==> src/rtl/bosm_regs.svh <==
`ifndef BOSM_REGS_SVH
`define BOSM_REGS_SVH

// ==========================================================
// Register map (index addresses on the 8-bit register port)
`define BOSM_MEM_CFG_ONE_ADDR 8'h66
`define BOSM_FUNC_SEL_ADDR 8'h71

// ==========================================================
// Memory configuration one fields
`define BOSM_MCFG_BUS_LO 5
`define BOSM_MCFG_BUS_HI 6
`define BOSM_MCFG_SW_MASK 8'h9f
`define BOSM_MCFG_RST 8'h00

// ==========================================================
// Function select fields
`define BOSM_FSEL_SRAM 0
`define BOSM_FSEL_PAR_BIDIR 1
`define BOSM_FSEL_OSC_BAUD 2
`define BOSM_FSEL_CLK14 3
`define BOSM_FSEL_MASK 8'h0f
`define BOSM_FSEL_RST 8'h00

// ==========================================================
// Strap encodings {high, low}
`define BOSM_STRAP_LOCAL 2'h2
`define BOSM_STRAP_MAX_ISA 2'h3
`define BOSM_STRAP_RST 2'h2

// ==========================================================
// Shared pin indices
`define BOSM_NPINS 23
`define BOSM_PIN_A12 0
`define BOSM_PIN_A13 1
`define BOSM_PIN_A14 2
`define BOSM_PIN_A15 3
`define BOSM_PIN_A16 4
`define BOSM_PIN_A17 5
`define BOSM_PIN_A23 11
`define BOSM_PIN_CPU_RDY 12
`define BOSM_PIN_DC 13
`define BOSM_PIN_MIO 14
`define BOSM_PIN_LOCAL_READY_IN 15
`define BOSM_PIN_WR 16
`define BOSM_PIN_TIE_LOW 17
`define BOSM_PIN_PU164 18
`define BOSM_PIN_BHE 19
`define BOSM_PIN_PU179 20
`define BOSM_PIN_BLE 21
`define BOSM_PIN_ADS 22
`define BOSM_OE_LOCAL 23'h697fff
`define BOSM_OE_MAX_ISA 23'h001fff

`endif

==> src/rtl/bosm_pkg.sv <==
package bosm_pkg;

    typedef enum logic {
        BOSM_LOCAL_BUS,
        BOSM_MAX_ISA
    } bosm_mode_t;

    typedef enum logic {
        BOSM_SAMPLING,
        BOSM_LOCKED
    } bosm_cfg_state_t;

endpackage

==> src/rtl/bosm_pin_mux.sv <==
`timescale 1ns/1ns
`include "bosm_regs.svh"
// Operation
// - Power-up: straps captured at both resets' release
// - Later I/O reset alone keeps configuration
// - Each main reset resamples both straps
// - Straps 1,0 local; 1,1 maximum ISA
// - Selection readable in bits 6:5 at 66h
// - Out of reset, straps drive modem outputs
// - Software bits select four other functions
// - ISA address latch enable on A12 pin
// - DMA requests 0,3,6,7 on status pins
// - DMA acknowledges 0,3,6,7 on A16,A15,A13,A14
// - IRQ5,7,9,10,11 on pull and byte-enable pins
// - Upper ISA address on A23-A17 pins
// - Below-1M memory decode on CPU ready pin
module bosm_pin_mux (
    input wire logic clock_i,
    input wire logic rst_n_i,
    input wire logic main_reset_in_n_i,
    input wire logic io_side_reset_n_i,
    input wire logic bus_strap_high_i,
    output logic bus_strap_high_o,
    output logic bus_strap_high_oe_o,
    input wire logic bus_strap_low_i,
    output logic bus_strap_low_o,
    output logic bus_strap_low_oe_o,
    input wire logic modem_dtr_i,
    input wire logic modem_rts_i,
    input wire logic [`BOSM_NPINS-1:0] shared_pin_i,
    output logic [`BOSM_NPINS-1:0] shared_pin_o,
    output logic [`BOSM_NPINS-1:0] shared_pin_oe_o,
    input wire logic [11:0] core_addr_i,
    input wire logic core_cpu_ready_out_i,
    input wire logic core_dc_i,
    input wire logic core_mio_i,
    input wire logic core_wr_i,
    input wire logic core_byte_high_enable_i,
    input wire logic core_byte_low_enable_i,
    input wire logic core_address_strobe_i,
    output logic local_ready_in_o,
    input wire logic isa_ale_i,
    input wire logic [3:0] isa_dack_i,
    input wire logic [6:0] isa_la_i,
    input wire logic isa_mem_below_1m_i,
    output logic [3:0] isa_drq_o,
    output logic [4:0] isa_irq_o,
    output logic isa_zero_wait_o,
    output logic bus_max_isa_o,
    output logic mem_sram_sel_o,
    output logic par_bidir_o,
    output logic osc_baud_sel_o,
    output logic clk14_en_o,
    input wire logic [7:0] reg_addr_i,
    input wire logic [7:0] reg_wdata_i,
    input wire logic reg_wr_i,
    input wire logic reg_rd_i,
    output logic [7:0] reg_rdata_o
);

    function automatic bosm_pkg::bosm_mode_t bosm_decode(input logic [1:0] straps);
        if (straps == `BOSM_STRAP_MAX_ISA) begin
            return bosm_pkg::BOSM_MAX_ISA;
        end
        return bosm_pkg::BOSM_LOCAL_BUS;
    endfunction

    function automatic logic [`BOSM_NPINS-1:0] bosm_oe_mask(input bosm_pkg::bosm_mode_t m);
        if (m == bosm_pkg::BOSM_MAX_ISA) begin
            return `BOSM_OE_MAX_ISA;
        end
        return `BOSM_OE_LOCAL;
    endfunction

    // ==========================================================
    // Pin synchronisers
    logic main_s1, main_s2, io_s1, io_s2;
    logic [1:0] strap_s1, strap_s2;
    logic [`BOSM_NPINS-1:0] pin_s1, pin_s2;

    always_ff @(posedge clock_i or negedge rst_n_i) begin
        if (!rst_n_i) begin
            main_s1 <= 1'b0;
            main_s2 <= 1'b0;
            io_s1 <= 1'b0;
            io_s2 <= 1'b0;
            strap_s1 <= `BOSM_STRAP_RST;
            strap_s2 <= `BOSM_STRAP_RST;
            pin_s1 <= '0;
            pin_s2 <= '0;
        end else begin
            main_s1 <= main_reset_in_n_i;
            main_s2 <= main_s1;
            io_s1 <= io_side_reset_n_i;
            io_s2 <= io_s1;
            strap_s1 <= {bus_strap_high_i, bus_strap_low_i};
            strap_s2 <= strap_s1;
            pin_s1 <= shared_pin_i;
            pin_s2 <= pin_s1;
        end
    end

    logic both_released;
    assign both_released = main_s2 && io_s2;

    // ==========================================================
    // Strap capture
    bosm_pkg::bosm_cfg_state_t cfg_state;
    logic [1:0] strap_hold;
    logic [1:0] strap_cfg;
    bosm_pkg::bosm_mode_t mode;

    // Hold tracks the pins only while a reset is asserted, so the value
    // latched at release predates our own modem drive on those pins
    always_ff @(posedge clock_i or negedge rst_n_i) begin
        if (!rst_n_i) begin
            strap_hold <= `BOSM_STRAP_RST;
        end else if (cfg_state == bosm_pkg::BOSM_SAMPLING && !both_released) begin
            strap_hold <= strap_s2;
        end
    end

    always_ff @(posedge clock_i or negedge rst_n_i) begin
        if (!rst_n_i) begin
            cfg_state <= bosm_pkg::BOSM_SAMPLING;
        end else begin
            unique case (cfg_state)
                bosm_pkg::BOSM_SAMPLING: begin
                    if (both_released) begin
                        cfg_state <= bosm_pkg::BOSM_LOCKED;
                    end
                end
                bosm_pkg::BOSM_LOCKED: begin
                    // I/O reset alone is ignored here
                    if (!main_s2) begin
                        cfg_state <= bosm_pkg::BOSM_SAMPLING;
                    end
                end
            endcase
        end
    end

    // Only updated on the sampling-to-locked step
    always_ff @(posedge clock_i or negedge rst_n_i) begin
        if (!rst_n_i) begin
            strap_cfg <= `BOSM_STRAP_RST;
            mode <= bosm_pkg::BOSM_LOCAL_BUS;
        end else if (cfg_state == bosm_pkg::BOSM_SAMPLING && both_released) begin
            strap_cfg <= strap_hold;
            mode <= bosm_decode(strap_hold);
        end
    end

    logic locked;
    logic is_isa;
    assign locked = (cfg_state == bosm_pkg::BOSM_LOCKED);
    assign is_isa = (mode == bosm_pkg::BOSM_MAX_ISA);
    assign bus_max_isa_o = is_isa;

    // ==========================================================
    // Strap pins as modem outputs
    always_ff @(posedge clock_i or negedge rst_n_i) begin
        if (!rst_n_i) begin
            bus_strap_high_o <= 1'b0;
            bus_strap_low_o <= 1'b0;
            bus_strap_high_oe_o <= 1'b0;
            bus_strap_low_oe_o <= 1'b0;
        end else begin
            bus_strap_high_o <= modem_dtr_i;
            bus_strap_low_o <= modem_rts_i;
            bus_strap_high_oe_o <= locked && both_released;
            bus_strap_low_oe_o <= locked && both_released;
        end
    end

    // ==========================================================
    // Shared pin outputs
    logic [`BOSM_NPINS-1:0] next_pin_out;

    always_comb begin
        next_pin_out = '0;
        if (is_isa) begin
            next_pin_out[`BOSM_PIN_A12] = isa_ale_i;
            next_pin_out[`BOSM_PIN_A16] = isa_dack_i[0];
            next_pin_out[`BOSM_PIN_A15] = isa_dack_i[1];
            next_pin_out[`BOSM_PIN_A13] = isa_dack_i[2];
            next_pin_out[`BOSM_PIN_A14] = isa_dack_i[3];
            next_pin_out[`BOSM_PIN_A23:`BOSM_PIN_A17] = isa_la_i;
            next_pin_out[`BOSM_PIN_CPU_RDY] = isa_mem_below_1m_i;
        end else begin
            next_pin_out[`BOSM_PIN_A23:`BOSM_PIN_A12] = core_addr_i;
            next_pin_out[`BOSM_PIN_CPU_RDY] = core_cpu_ready_out_i;
            next_pin_out[`BOSM_PIN_DC] = core_dc_i;
            next_pin_out[`BOSM_PIN_MIO] = core_mio_i;
            next_pin_out[`BOSM_PIN_WR] = core_wr_i;
            next_pin_out[`BOSM_PIN_BHE] = core_byte_high_enable_i;
            next_pin_out[`BOSM_PIN_BLE] = core_byte_low_enable_i;
            next_pin_out[`BOSM_PIN_ADS] = core_address_strobe_i;
        end
    end

    // Pins float until a configuration is locked so that nothing fights
    // an external driver while the bus choice is still open
    always_ff @(posedge clock_i or negedge rst_n_i) begin
        if (!rst_n_i) begin
            shared_pin_o <= '0;
            shared_pin_oe_o <= '0;
        end else begin
            shared_pin_o <= next_pin_out;
            shared_pin_oe_o <= locked ? bosm_oe_mask(mode) : '0;
        end
    end

    // ==========================================================
    // Shared pin inputs towards the core
    always_ff @(posedge clock_i or negedge rst_n_i) begin
        if (!rst_n_i) begin
            local_ready_in_o <= 1'b0;
            isa_drq_o <= '0;
            isa_irq_o <= '0;
            isa_zero_wait_o <= 1'b0;
        end else begin
            local_ready_in_o <= !is_isa && pin_s2[`BOSM_PIN_LOCAL_READY_IN];
            isa_drq_o <= is_isa ? {pin_s2[`BOSM_PIN_WR], pin_s2[`BOSM_PIN_LOCAL_READY_IN],
                pin_s2[`BOSM_PIN_MIO], pin_s2[`BOSM_PIN_DC]} : 4'h0;
            isa_irq_o <= is_isa ? {pin_s2[`BOSM_PIN_BLE], pin_s2[`BOSM_PIN_PU179],
                pin_s2[`BOSM_PIN_BHE], pin_s2[`BOSM_PIN_PU164],
                pin_s2[`BOSM_PIN_TIE_LOW]} : 5'h00;
            isa_zero_wait_o <= is_isa && pin_s2[`BOSM_PIN_ADS];
        end
    end

    // ==========================================================
    // Register port
    logic [7:0] mcfg_sw;
    logic [7:0] fsel;

    always_ff @(posedge clock_i or negedge rst_n_i) begin
        if (!rst_n_i) begin
            mcfg_sw <= `BOSM_MCFG_RST;
            fsel <= `BOSM_FSEL_RST;
        end else if (reg_wr_i) begin
            if (reg_addr_i == `BOSM_MEM_CFG_ONE_ADDR) begin
                mcfg_sw <= reg_wdata_i & `BOSM_MCFG_SW_MASK;
            end
            if (reg_addr_i == `BOSM_FUNC_SEL_ADDR) begin
                fsel <= reg_wdata_i & `BOSM_FSEL_MASK;
            end
        end
    end

    assign mem_sram_sel_o = fsel[`BOSM_FSEL_SRAM];
    assign par_bidir_o = fsel[`BOSM_FSEL_PAR_BIDIR];
    assign osc_baud_sel_o = fsel[`BOSM_FSEL_OSC_BAUD];
    assign clk14_en_o = fsel[`BOSM_FSEL_CLK14];

    logic [7:0] mcfg_read;
    always_comb begin
        mcfg_read = mcfg_sw;
        mcfg_read[`BOSM_MCFG_BUS_HI:`BOSM_MCFG_BUS_LO] = strap_cfg;
    end

    // Unmapped indexes read as zero; data stands only in the cycle after
    always_ff @(posedge clock_i or negedge rst_n_i) begin
        if (!rst_n_i) begin
            reg_rdata_o <= 8'h00;
        end else if (reg_rd_i && reg_addr_i == `BOSM_MEM_CFG_ONE_ADDR) begin
            reg_rdata_o <= mcfg_read;
        end else if (reg_rd_i && reg_addr_i == `BOSM_FUNC_SEL_ADDR) begin
            reg_rdata_o <= fsel;
        end else begin
            reg_rdata_o <= 8'h00;
        end
    end
endmodule

==> config.mk <==
export PLATFORM = sky130hd
export DESIGN_NAME = bosm_pin_mux
export DESIGN_NICKNAME = d
export VERILOG_FILES = /design/src/rtl/bosm_pkg.sv /design/src/rtl/bosm_pin_mux.sv
export VERILOG_INCLUDE_DIRS = /design/src /design/src/rtl
export SDC_FILE = /design/constraint.sdc
export NUM_CORES = 1
export LEC_CHECK = 0
export ABC_AREA = 1
export BUFFER_PORTS_ARGS = -buffer_cell sky130_fd_sc_hd__buf_2
export CORE_ASPECT_RATIO = 1.25
export CORE_MARGIN = 5
export CORE_UTILIZATION = 40
export CTS_BUF_LIST = sky130_fd_sc_hd__clkbuf_8
export CTS_CLUSTER_SIZE = 14
export DETAILED_ROUTE_END_ITERATION = 12
export PLACE_DENSITY = 0.74
export SLEW_MARGIN = 30
export SYNTH_ARGS = -nofsm -noshare
export SYNTH_HDL_FRONTEND = slang
export SYNTH_SLANG_ARGS = --single-unit
==> constraint.sdc <==
create_clock -name clock_i -period 0.9 [get_ports clock_i]
set_input_delay 0.18 -clock clock_i [delete_from_list [all_inputs] [get_ports clock_i]]
set_output_delay 0.18 -clock clock_i [all_outputs]
set_load 0.02 [all_outputs]
# == Word level (Yosys, flattened, before mapping) ==
# Index checks and enable logic that the tools add are counted.
# word_totals
regBits,134
mem_bits_rw,0
word_cells,60
latchBits,0
output_inout_bits,74
romBits,0
mem_count,0
input_bits,81
# classes
bitwise_logic,1
div_mod_pow,0
n_addsub,0
order_cmp,0
eq_ne,3
n_shift,0
muxes,20
n_reduce_logical,12
multipliers,0
# op_table
op,count
$mux 23,3
$eq 8x7->1 const B,2
$mux 13,1
$mux 1,9
$logic_and 1x1->1,8
$mux 4,2
$mux 8,1
$mux 5,1
$mux 2,2
$reduce_and 2->1,2
$eq 2x2->1 const B,1
$logic_not 1->1,2
$pmux 1 s2,1
$not 1->1,1

# == Logic depth before layout (Yosys ltp) ==
# depth
depth_word,4
ltp_mapped,7
mapped_depth_nobuf,6

# == Worst setup path after synthesis ==
# Ideal clock, no wire load.
# synth_path
path_type,reg-to-reg
startpoint,reg mode (netlist: bus_max_isa_o)
endpoint,reg shared_pin_o[7]
synth_period_minus_slack_ps,1002
arrival_ps,886
t_required_ps,783
n_path_buf,1
setup_ps,117
setup_slack_ps,-102
stages_incl_launch_ff,5
path_cell_list,dfrtp_1 -> inv_1 -> buf_2 -> nand2_1 -> nand2_1
# synth_via
elab_chain_cells,1
# synth_rtl
element,line_no,source
"start, declared",bosm_pin_mux.sv:111,bosm_pkg::bosm_mode_t mode;
"start signal, assigned",bosm_pin_mux.sv:147,mode <= bosm_pkg::BOSM_LOCAL_BUS;
"start signal, assigned",bosm_pin_mux.sv:150,mode <= bosm_decode(strap_hold);
$mux 13,bosm_pin_mux.sv:182,if (is_isa) begin
named net next_pin_out[7],bosm_pin_mux.sv:178,logic [`BOSM_NPINS-1:0] next_pin_out;
"end signal, assigned",bosm_pin_mux.sv:209,shared_pin_o <= next_pin_out;
"end, declared",bosm_pin_mux.sv:31,"output logic [`BOSM_NPINS-1:0] shared_pin_o,"
# The timed path passes the listed nets, and every way through them passes these cells.
# A chain may end at the register's enable or synchronous reset.

# == Worst setup path after layout ==
# layout_path
startpoint,reg mode (netlist: bus_max_isa_o)
endpoint,out bus_max_isa_o
# layout_rtl
element,line_no,source
"end, declared",bosm_pin_mux.sv:49,"output logic bus_max_isa_o,"
# No word-level cell between the ends.

==> flow_metrics.tcl <==
set metrics [dict create \
    fin_crit_ps 1220 \
    muxShareOfSynthArea_pct 0 \
    root_buffer "clkbuf_8" \
    cp-start-kind "flip-flop" \
    cts_buffer_depth 2 \
    numCtsBuffers 9 \
    io_pins 155 \
    finalHoldViolCount 0 \
    wl_mm 7.81 \
    leakage_uw 0.00262 \
    drive_gt1_share_pct 58.1 \
    htree_levels 3 \
    synth_simple_gate_area_share_pct 15.2 \
    grt_antenna_before_repair 1 \
    p_switching_uw 2920 \
    fin_skew_ps 11.1 \
    seqPwrFrac_pct 47.0 \
    gp_congestion 0.743 \
    slew_violations 0 \
    critical_path_arrival_ps 1040 \
    met2RoutedLength_mm 4.44 \
    postLayoutCellArea_um2 4970 \
    final_cell_mix "dfrtp_1 (80), buf_2 (77), buf_6 (56)" \
    synthAdderAreaFrac_pct 0 \
    violations "negative setup slack" \
    top_layer_used "met5" \
    crit_path_max_incr_delay_ps 440 \
    initial_utilization_pct 40.7 \
    rows 36 \
    syn2layout_area_growth_pct 58.6 \
    antenna_left 0 \
    final_common_cell "dfrtp_1" \
    ys.warnings.count 0 \
    coreArea_um2 7700 \
    path_class "reg -> out" \
    drc 0 \
    final-setup-viol-count 95 \
    ys_seq_area_share_pct 69.6 \
    fillerInstances 569 \
    vias_per_cell 4.34 \
    run_status "complete, but fails checks" \
    fin_crit_sh_pct 135 \
    place_ws_ps -185 \
    synth_xor_area_share_pct 0 \
    track_usage_pct 15.1 \
    intPower_uw 6640 \
    grt_max_degree 33 \
    die-area_um2 9720 \
    synth_edf_count 0 \
    final_nets 520 \
    max_clock_freq_mhz 822 \
    synth_top_family_by_area "simple AND/OR/NAND/NOR gates" \
    die_w_um 89.2 \
    port_buffers 131 \
    final_core_util_pct 64.5 \
    postSynthAreaPerCell_um2 11.2 \
    end_kind "primary output" \
    yosys.area.top_type "dfrtp_1" \
    clk_latency_ps 350 \
    grt_pass1_vias 2376 \
    path_clk_slew_ps 90 \
    synth-compound-area-share_pct 3.63 \
    first_pass_iters 4 \
    p_per_area_nw_per_um2 1920 \
    grt_pass1_wl_mm 11.0 \
    synth-main-ff-cell "dfrtp_1" \
    slowest_stage "dfrtp_2" \
    diodes 0 \
    cts.sinks 87 \
    synth_top_area_share_pct 66.3 \
    wl_per_cell_um 14.5 \
    maxCapViolCount 0 \
    combPwrFrac_pct 27.2 \
    die_y_um 109 \
    ys_seq_elements 87 \
    synthArstFlopShare_pct 100 \
    pwr-share-clk_pct 25.8 \
    hpwlAfterDp_mm 4.90 \
    path_cells "buf_12 -> buf_8" \
    netlist_instances 280 \
    irDropWorstVdd_mv 1.53 \
    grt-ovfl-total 0 \
    ys_top_cells_by_area "dfrtp_1 (66%), nand2_1 (8.6%), buf_4 (6.2%)" \
    cp.required_ps 720 \
    hold_ws_ps 28.3 \
    swShare_pct 30.6 \
    rsz0062_at_grt "true" \
    layout_setup_ws_ps -317 \
    netlist_area_um2 3130 \
    min_path_type "in -> reg" \
    synthDistinctLibCells 22 \
    placed_area_um2 3860 \
    crit_fanout 3 \
    dr.first_iter.drc_count 58 \
    cts_tree "built" \
    wl_met3_um 567 \
    vias 2341 \
    met1Wirelength_mm 2.67 \
]
==> repair_timing <==
item,4_1_cts,5_1_grt
pin swaps,2,21
endpoints found under the setup margin,70,105
buffers inserted,4,3
endpoints found under the hold margin,49,0
resized for setup,119,88
hold buffers,17,0
gates cloned,0,3
==> cell families (layout without fill, tap and decap cells) <==
group                  after synthesis  in the layout
and+or+nand+nor                    107            107
other                                1              8
DFF                                 87             87
AOI/OAI and AO/OA                   18             18
buffers and inverters               67            224
==> metrics by stage <==
| step | setup TNS (ps) | cells | total power, uW |
|---|---|---|---|
| 2_1_floorplan | -45.4 | 287 | 5460 |
| 3_3_place_gp | -2190 | 496 | 6070 |
| 3_5_place_dp | -2750 | 496 | 6120 |
| 4_1_cts | -14420 | 533 | 9110 |
| 5_1_grt | -17140 | 539 | 10000 |
| 6_report | -13140 | 539 | 9560 |
==> final cells by class <==
cell class	instances	area, um^2	share of cell area [%]
sequential	87	2190	44.0
inverter	36	148	2.97
multi-input combinational	133	862	17.3
clock inverter	6	43.8	0.881
tap	95	119	2.39
timing repair buffer	172	1470	29.7
clock buffer	10	138	2.77
==> routing by layer <==
layer  global-route usage, %  vias to the layer above
li1                        -                     1124
met5                       0                        -
met1                    16.1                     1105
met3                    4.23                       10
met4                    5.43                        2
met2                    27.7                      100
==> registers in the layout (all words and copies together), names as in the netlist, 2 cells and up <==
| signal | cells |
|---|---|
| strap_hold | 2 |
| isa_drq_o | 4 |
| shared_pin_oe_o | 2 |
| fsel | 4 |
| shared_pin_o | 19 |
| isa_irq_o | 5 |
| strap_s2 | 2 |
| reg_rdata_o | 8 |
| mcfg_sw | 6 |
| strap_cfg | 2 |
| pin_s1 | 10 |
| strap_s1 | 2 |
| pin_s2 | 10 |
==> power by group through the flow <==
| stage | sequential (uW) | combinational, uW | clock, uW |
|---|---|---|---|
| after global placement | 4470 | 1600 | 0 |
| after detailed placement | 4490 | 1630 | 0 |
| after floorplan | 4790 | 668 | 0 |
| after CTS | 4480 | 2100 | 2530 |
| final | 4490 | 2600 | 2460 |
| after global routing | 4530 | 2770 | 2700 |
==> cell usage after synthesis (3+ instances only) <==
cell,count
buf_4,26
clkbuf_1,3
dfrtp_1,83
dfstp_2,4
inv_1,35
nand2_1,72
nand2_2,7
nand3_1,3
nand4_1,4
nor2_1,17
o21ai_0,10
o21ai_2,6
==> critical path: cells and delay by family (launching register included) <==
| family | cells | cell delay (ps) |
|---|---|---|
| flops | 1 | 440 |
| buf+inv | 2 | 260 |
==> path summary, 6_finish.rpt <==
check                                             to  slack (ps)                 startpoint  depth (start not counted)
max                                    bus_max_isa_o        -320  bus_max_isa_o$_DFFE_PN0P_                          2
min in group asynchronous     isa_drq_o[0]$_DFF_PN0_         260                    rst_n_i                          2
min reg2reg                    strap_s2[1]$_DFF_PN1_         350      strap_s1[1]$_DFF_PN1_                          0
max reg2reg                bus_max_isa_o$_DFFE_PN0P_         -80          main_s2$_DFF_PN0_                          4
max in group asynchronous      strap_s1[1]$_DFF_PN1_         160                    rst_n_i                          3
min                        shared_pin_o[8]$_DFF_PN0_          30                isa_la_i[3]                          3
No activity file was read; power rests on OpenSTA's default activity.
